`src/shared/uv_pkg.sv`:
```
package uv_pkg;

    // bus geometry
    localparam int DATA_W = 8;
    localparam int ADDR_W = 8;
    localparam int NUM_RAILS = 7;
    localparam int RETRY_W = 4;
    localparam int STEP_W = 10;
    localparam int DB_W = 24;

    // register offsets
    localparam logic [ADDR_W-1:0] ADDR_EVENT = 8'h00;
    localparam logic [ADDR_W-1:0] ADDR_MASK = 8'h01;
    localparam logic [ADDR_W-1:0] ADDR_FAULT = 8'h02;
    localparam logic [ADDR_W-1:0] ADDR_STATUS = 8'h03;
    localparam logic [ADDR_W-1:0] ADDR_RETRY = 8'h04;

    // reset values
    localparam logic [DATA_W-1:0] EVENT_RST = 8'h00;
    localparam logic [DATA_W-1:0] MASK_RST = 8'h00;
    localparam logic [DATA_W-1:0] FAULT_RST = 8'h00;
    localparam logic [RETRY_W-1:0] RETRY_RST = 4'h0;
    localparam logic [NUM_RAILS-1:0] RAILS_OFF = 7'h00;
    localparam logic [NUM_RAILS-1:0] RAILS_ON = 7'h7F;

    // event and fault bit positions
    localparam int EV_WARN_BIT = 0;
    localparam int EV_FAULT_BIT = 1;
    localparam int EV_READY_BIT = 2;
    localparam int FAULT_SUPPLY_BIT = 0;

    // status bit positions
    localparam int STAT_MODE_LSB = 0;
    localparam int STAT_DB_BIT = 2;
    localparam int STAT_WARN_BIT = 3;
    localparam int STAT_ERR_BIT = 4;

    // timing
    localparam int CLK_FREQ_HZ = 10_000_000;
    localparam int STEP_TIME_US = 100;
    localparam int STEP_CYCLES = (STEP_TIME_US * CLK_FREQ_HZ) / 1_000_000;
    localparam logic [STEP_W-1:0] STEP_LAST = STEP_W'(STEP_CYCLES - 1);
    localparam int DEBOUNCE_TIME_MS = 1000;
    localparam int DEBOUNCE_CYCLES = DEBOUNCE_TIME_MS * (CLK_FREQ_HZ / 1000);

    // operating modes
    typedef enum logic [1:0] {
        MODE_ACTIVE = 2'b00,
        MODE_SHUTDOWN = 2'b01,
        MODE_RESET = 2'b10,
        MODE_POWERUP = 2'b11
    } mode_t;

endpackage

```
`src/rtl/debounce_timer.sv`:
```
`timescale 1ns/1ps

module debounce_timer
    import uv_pkg::*;
#(
    parameter logic [DB_W-1:0] LENGTH = DB_W'(DEBOUNCE_CYCLES)
)
(
    input wire logic clk,
    input wire logic rst_n,
    input wire logic start,
    output logic busy
);

    logic [DB_W-1:0] count_reg;
    logic busy_reg;

    // restartable interval counter, blanking while running
    always_ff @(posedge clk or negedge rst_n)
    begin
        if (!rst_n)
        begin
            count_reg <= '0;
            busy_reg <= 1'b0;
        end
        else if (start)
        begin
            count_reg <= '0;
            busy_reg <= 1'b1;
        end
        else if (busy_reg)
        begin
            if (count_reg == LENGTH - DB_W'(1))
                busy_reg <= 1'b0;
            else
                count_reg <= count_reg + DB_W'(1);
        end
    end

    assign busy = busy_reg;
endmodule // debounce_timer

```
`src/rtl/supply_uv_supervisor.sv`:
```
`timescale 1ns/1ps

// Overview of operation
// - supply warning drop sets event, raises interrupt
// - host clears event; interrupt drops if none
// - recovery above warning starts one-second debounce
// - warning comparator blanked during debounce, no warning event; error comparator not blanked
// - supply error sets fault flag, starts shutdown
// - error shutdown uses normal power-down order
// - error shutdown ends directly in reset
// - reset entry clears retry, keeps fault
// - stay in reset while supply below error
// - error gone: full cold-boot power-up
// - host reads all registers, writes only event, mask and fault
module supply_uv_supervisor
    import uv_pkg::*;
#(parameter logic [DB_W-1:0] DEBOUNCE_LEN = DB_W'(DEBOUNCE_CYCLES))
(
    input wire logic CLK,
    input wire logic RSTN,
    input wire logic SYSTEM_SUPPLY_BELOW_WARN,
    input wire logic SYSTEM_SUPPLY_BELOW_ERROR,
    input wire logic WDOG_RETRY_INC,
    input wire logic [ADDR_W-1:0] ADDR,
    input wire logic [DATA_W-1:0] WDATA,
    input wire logic WR,
    input wire logic RD,
    output logic [DATA_W-1:0] RDATA,
    output logic HOST_INTERRUPT_N,
    output logic [NUM_RAILS-1:0] REG_EN,
    output logic [1:0] MODE
);

    // address match used by write and read decode
    function automatic logic hit(input logic [ADDR_W-1:0] a,
                                 input logic [ADDR_W-1:0] off);
        return a == off;
    endfunction

    logic rst_meta_reg;
    logic rst_n;
    logic [1:0] cmp_meta_reg;
    logic [1:0] cmp_sync_reg;
    logic warn_s, err_s;
    logic warn_d_reg;
    logic warn_rise, warn_fall;
    logic db_busy;
    logic [DATA_W-1:0] event_reg, event_next, event_set, event_clr;
    logic [DATA_W-1:0] mask_reg;
    logic [DATA_W-1:0] fault_reg, fault_next, fault_clr;
    logic [RETRY_W-1:0] retry_reg;
    logic [DATA_W-1:0] rdata_reg;
    logic irq_n_reg;
    mode_t mode_reg;
    logic [NUM_RAILS-1:0] rails_reg;
    logic [STEP_W-1:0] step_reg;
    logic step_done, fault_set, enter_reset, boot_done;
    logic [DATA_W-1:0] status_val;

    // reset release through two flops, assertion stays asynchronous
    always_ff @(posedge CLK or negedge RSTN)
    begin
        if (!RSTN)
        begin
            rst_meta_reg <= 1'b0;
            rst_n <= 1'b0;
        end
        else
        begin
            rst_meta_reg <= 1'b1;
            rst_n <= rst_meta_reg;
        end
    end

    // two-flop synchronisers for the analog comparator outputs
    genvar gi;
    generate
        for (gi = 0; gi < 2; gi++)
        begin : g_sync
            always_ff @(posedge CLK or negedge rst_n)
            begin
                if (!rst_n)
                begin
                    cmp_meta_reg[gi] <= 1'b0;
                    cmp_sync_reg[gi] <= 1'b0;
                end
                else
                begin
                    cmp_meta_reg[gi] <= gi == 0 ? SYSTEM_SUPPLY_BELOW_WARN
                                                : SYSTEM_SUPPLY_BELOW_ERROR;
                    cmp_sync_reg[gi] <= cmp_meta_reg[gi];
                end
            end
        end
    endgenerate

    assign warn_s = cmp_sync_reg[0];
    assign err_s = cmp_sync_reg[1];

    // edge history of the warning comparator
    always_ff @(posedge CLK or negedge rst_n)
    begin
        if (!rst_n)
            warn_d_reg <= 1'b0;
        else
            warn_d_reg <= warn_s;
    end

    assign warn_rise = warn_s && !warn_d_reg;
    assign warn_fall = !warn_s && warn_d_reg;

    // post-recovery blanking interval
    debounce_timer #(
        .LENGTH(DEBOUNCE_LEN)
    ) u_debounce (
        .clk(CLK),
        .rst_n(rst_n),
        .start(warn_fall),
        .busy(db_busy)
    );

    // event sources; a set in the clearing cycle survives
    always_comb
    begin
        event_set = '0;
        event_set[EV_WARN_BIT] = warn_rise && !db_busy;
        event_set[EV_FAULT_BIT] = fault_set;
        event_set[EV_READY_BIT] = boot_done;
        event_clr = (WR && hit(ADDR, ADDR_EVENT)) ? WDATA : '0;
        event_next = (event_reg & ~event_clr) | event_set;
    end

    // sticky event register
    always_ff @(posedge CLK or negedge rst_n)
    begin
        if (!rst_n)
            event_reg <= EVENT_RST;
        else
            event_reg <= event_next;
    end

    // interrupt mask, one bit masks one event
    always_ff @(posedge CLK or negedge rst_n)
    begin
        if (!rst_n)
            mask_reg <= MASK_RST;
        else if (WR && hit(ADDR, ADDR_MASK))
            mask_reg <= WDATA;
    end

    // level interrupt, low while any unmasked event stands
    always_ff @(posedge CLK or negedge rst_n)
    begin
        if (!rst_n)
            irq_n_reg <= 1'b1;
        else
            irq_n_reg <= ~|(event_reg & ~mask_reg);
    end

    // supply error recognised only while rails are on or coming up
    assign fault_set = err_s
        && (mode_reg == MODE_ACTIVE || mode_reg == MODE_POWERUP);

    // fault record, write one to clear, set wins
    always_comb
    begin
        fault_clr = (WR && hit(ADDR, ADDR_FAULT)) ? WDATA : '0;
        fault_next = fault_reg & ~fault_clr;
        if (fault_set)
            fault_next[FAULT_SUPPLY_BIT] = 1'b1;
    end

    always_ff @(posedge CLK or negedge rst_n)
    begin
        if (!rst_n)
            fault_reg <= FAULT_RST;
        else
            fault_reg <= fault_next;
    end

    // sequencer step timing
    assign step_done = step_reg == STEP_LAST;
    assign enter_reset = mode_reg == MODE_SHUTDOWN && step_done
        && rails_reg == RAILS_OFF;
    assign boot_done = mode_reg == MODE_POWERUP && step_done
        && rails_reg == RAILS_ON && !err_s;

    always_ff @(posedge CLK or negedge rst_n)
    begin
        if (!rst_n)
            step_reg <= '0;
        else if (mode_reg == MODE_ACTIVE || mode_reg == MODE_RESET
                 || fault_set || step_done)
            step_reg <= '0;
        else
            step_reg <= step_reg + STEP_W'(1);
    end

    // mode sequencer; starts in reset so the first pass is a cold boot
    always_ff @(posedge CLK or negedge rst_n)
    begin
        if (!rst_n)
        begin
            mode_reg <= MODE_RESET;
            rails_reg <= RAILS_OFF;
        end
        else
        begin
            case (mode_reg)
                MODE_ACTIVE:
                begin
                    if (fault_set)
                        mode_reg <= MODE_SHUTDOWN;
                end
                MODE_POWERUP:
                begin
                    if (fault_set)
                        mode_reg <= MODE_SHUTDOWN;
                    else if (step_done && rails_reg == RAILS_ON)
                        mode_reg <= MODE_ACTIVE;
                    else if (step_done)
                        rails_reg <= {rails_reg[NUM_RAILS-2:0], 1'b1};
                end
                MODE_SHUTDOWN:
                begin
                    if (enter_reset)
                        mode_reg <= MODE_RESET;
                    else if (step_done)
                        rails_reg <= rails_reg >> 1;
                end
                MODE_RESET:
                begin
                    if (!err_s)
                        mode_reg <= MODE_POWERUP;
                end
                default:
                    mode_reg <= MODE_RESET;
            endcase
        end
    end

    // watchdog re-try counter, cleared on entering reset
    always_ff @(posedge CLK or negedge rst_n)
    begin
        if (!rst_n)
            retry_reg <= RETRY_RST;
        else if (enter_reset)
            retry_reg <= RETRY_RST;
        else if (WDOG_RETRY_INC && retry_reg != '1)
            retry_reg <= retry_reg + RETRY_W'(1);
    end

    // live status word
    always_comb
    begin
        status_val = '0;
        status_val[STAT_MODE_LSB +: 2] = mode_reg;
        status_val[STAT_DB_BIT] = db_busy;
        status_val[STAT_WARN_BIT] = warn_s;
        status_val[STAT_ERR_BIT] = err_s;
    end

    // read data valid only in the cycle after the strobe
    always_ff @(posedge CLK or negedge rst_n)
    begin
        if (!rst_n)
            rdata_reg <= '0;
        else if (!RD)
            rdata_reg <= '0;
        else if (hit(ADDR, ADDR_EVENT))
            rdata_reg <= event_reg;
        else if (hit(ADDR, ADDR_MASK))
            rdata_reg <= mask_reg;
        else if (hit(ADDR, ADDR_FAULT))
            rdata_reg <= fault_reg;
        else if (hit(ADDR, ADDR_STATUS))
            rdata_reg <= status_val;
        else if (hit(ADDR, ADDR_RETRY))
            rdata_reg <= {{(DATA_W-RETRY_W){1'b0}}, retry_reg};
        else
            rdata_reg <= '0;
    end

    assign RDATA = rdata_reg;
    assign HOST_INTERRUPT_N = irq_n_reg;
    assign REG_EN = rails_reg;
    assign MODE = mode_reg;
endmodule // supply_uv_supervisor

```
`config.mk`:
```
export PLATFORM = sky130hd
export DESIGN_NAME = supply_uv_supervisor
export DESIGN_NICKNAME = d
export VERILOG_FILES = /design/src/shared/uv_pkg.sv /design/src/rtl/debounce_timer.sv /design/src/rtl/supply_uv_supervisor.sv
export SDC_FILE = /design/constraint.sdc
export NUM_CORES = 1
export LEC_CHECK = 0
export ABC_AREA = 0
export BUFFER_PORTS_ARGS = -buffer_cell sky130_fd_sc_hd__clkbuf_2
export CAP_MARGIN = 15
export CORE_MARGIN = 3
export CORE_UTILIZATION = 65
export CTS_BUF_LIST = sky130_fd_sc_hd__clkbuf_4
export DETAILED_ROUTE_END_ITERATION = 12
export PLACE_DENSITY = 0.86
export SKIP_LAST_GASP = 1
export SLEW_MARGIN = 20
export SYNTH_ARGS = -nofsm -noshare
export SYNTH_HDL_FRONTEND = slang
export SYNTH_SLANG_ARGS = --single-unit
export TNS_END_PERCENT = 1
```
`constraint.sdc`:
```
create_clock -name CLK -period 5.4 [get_ports CLK]
set_input_delay 0.81 -clock CLK [delete_from_list [all_inputs] [get_ports CLK]]
set_output_delay 0.81 -clock CLK [all_outputs]
set_load 0.01 [all_outputs]
```
==> run metrics <==
outcome completed; post-layout minimum cycle time between 2 and 3 ns; drt wl/cell 15.94 um; PwrDens between 300 and 400 mW/mm^2; Die Area 0.007645 sq mm; Filler cells 440; worst-skew pair later-pin latency between 0.4 and 0.5 ns; largest net degree at the start of global routing 87; root buffer cell clkbuf_4; dpl ws 2.452 ns; Synth Register Bits 88; leakage dissipation 2.273 nW; Initial DRC Count 243; Post-CTS Setup Repair Bufs 0; Largest stage delay, worst path approximately 0.66 ns; synth warn 0; Final #Nets 486; post-synthesis cell count 419; Port Buf Inserts 40; clock-pin slew on the worst setup and hold paths 0.16 ns; Setup TNS Final 0 ns; via count 3264; antenna-violating nets left 0; H-tree Lvls 3; initial antenna violation count 0; part of the Yosys area used for sequential elements about half; Final Cell Area 0.004775 sq mm; Hold Crit Class input port to async pin; mux contribution to synthesized area approximately 8%; Die Span X 87.44 um; Final Hold Vio Count 0; Area Overhead vs Synth 10.77%; first-pass GRT wire length 14860 um; post-synthesis simple-gate area fraction 20.41%; max-cap viol count 0; critical path type input port to flop; Max Freq 388.0 MHz; DP HPWL between 5000 and 6000 um; # DRC 0; most common flop cell mapped by yosys dfrtp_1; DR pass1 iterations 4; RSZ-0062 raised after global routing false; r2r setup slk 3.07 ns; data required time of the worst path about 5.7 ns; Max FO, Critical Path 13; Die Y 87.44 um; gp weighted congestion 0.8536; CP endpoint kind flop; max FFs per register 24; Slew headroom 47.00%; asr flop ratio synth 100.0%; layout cells sized above 1 19.52%; drt via density 6.067; CTS resizes 0; Buf/Inv on CP 2; Netlist cell types 52; fin cells 538; Slew Viols, Final 0; slowest stage cell, crit path nor4bb_2; total clock sinks about 90; XOR/XNOR share of the synthesized area 4.673%; largest family of logic cells by synthesized area simple AND/OR/NAND/NOR gates; fin worst setup slack about 2.8 ns; Ports 41; critical path, cell by cell clkbuf_2 > or4_1 > nor3_1 > buf_4 > nor4bb_2 > a21oi_1 > a31o_2; Placed Cells 521; Area contributors post-synth dfrtp_1 50%, nor2_1 4.5%, mux2_2 3.4%; Core Box Area 0.006386 sq mm; total gr overflow 0; starting density of the core between 60% and 70%; Synth top area share ~50%; Post-Synth Adder-Cell Area 2.032%; Period Utilization, post-route 47.73%; number of synthesized flops with an enable pin 0; CP arrival 2.88 ns; Tightest Pin Transition 0.7837 ns; vias in the first global route around 3300; post-route clock skew 0.02920 ns; Total Routed Length 8574 um; Tot GR Track Use 24.62%; n_diodes 0; syn avg cell area 10.29 sq um; Syn Nets 449; Placement Cell Area 0.004559 sq mm; CP Launch Type input port; top cell type by total area after synthesis dfrtp_1; Mapped Area 0.004310 sq mm; Synth Area in Compound Gates a little over a tenth; CTS tree built; Worst VDD drop 0.0002490 V; Site Rows 29; Hold-fix buffers, CTS 0; CP top delay family simple AND/OR/NAND/NOR gates; Num CTS Buffers 9; CTS max path bufs 2; final setup vio count 0
## kinds of logic (layout without fill, tap and decap cells)
family | after synthesis | in the layout
buffers and inverters | 31 | 73
adders and majority gates | 7 | 7
DFF | 88 | 88
AOI/OAI and AO/OA | 71 | 71
and+or+nand+nor | 170 | 170
other | 1 | 1
xor gates and xnor gates | 23 | 23
muxes | 28 | 28
## synth_stat cells (10+ instances only)
cell,count
dfrtp_1,86
nor2_1,52
a21oi_1,25
nand2_1,24
nand3_1,18
xor2_1,16
inv_1,14
clkbuf_1,13
mux2_2,13
o21ai_0,11
and3_1,10
nand2b_1,10
## power breakdown
group / leakage [nW] / switching [mW] / internal, mW
combinational: 1.04 / 0.182 / 0.131
clock: 0.0961 / 0.228 / 0.235
sequential: 1.14 / 0.0624 / 0.713
## area by class of cell
type	instances	area (sq um)	area share, %
inverter	14	52.55	1.101
sequential	88	2208	46.25
tap	77	96.34	2.018
clock buffer	9	67.56	1.415
clock inverter	7	120.1	2.516
timing repair buffer	43	242.7	5.084
multi-input combinational	300	1987	41.61
## cell usage in the layout (no fill, tap or decap), types with 6 or more instances in the layout
cell,instances
nand2b_1,10
xnor2_1,7
nor2_1,52
or4_1,6
dfrtp_1,85
a21oi_1,25
mux2_2,13
xor2_1,16
nand4_1,7
inv_1,14
a21boi_0,7
ha_1,7
clkbuf_2,40
nor3_1,9
nand2_1,24
mux2_4,7
or3_1,8
clkbuf_4,9
mux2i_1,7
nand3_1,18
and3_1,10
o21ai_0,11
## routing by layer
metal	wire length, um	up-vias	GRT usage (%)
met4	61	0	6.555
met2	4351	72	39.86
met3	332	8	4.825
met5	0	-	0
li1	-	1562	-
met1	3829	1622	34.11
## final timing paths
kind / start / to / cells after the start
min in group CLK: rst_meta_reg$_DFF_PN0_ / rst_n$_DFF_PN0_ / 0
hold / removal: RSTN / rst_n$_DFF_PN0_ / 1
setup reg to reg: MODE[1]$_DFFE_PN1P_ / REG_EN[0]$_DFFE_PN0P_ / 6
hold reg to reg: rst_n$_DFF_PN0_ / u_debounce.count_reg[17]$_DFFE_PN0P_ / 0
max in group asynchronous: rst_n$_DFF_PN0_ / MODE[1]$_DFFE_PN1P_ / 1
setup / recovery: ADDR[3] / event_reg[2]$_DFF_PN0_ / 7
## through the flow
step	utilization, %	total power, mW	hold slack (ns)
floorplan	-	1.006	0.3312
global placement	71.30	1.073	0.3368
detailed placement	71.40	1.087	0.3450
global route	74.76	1.640	0.1063
finish	74.76	1.552	0.1277
CTS	74.33	1.556	0.1215
No activity file was read; power rests on OpenSTA's default activity.
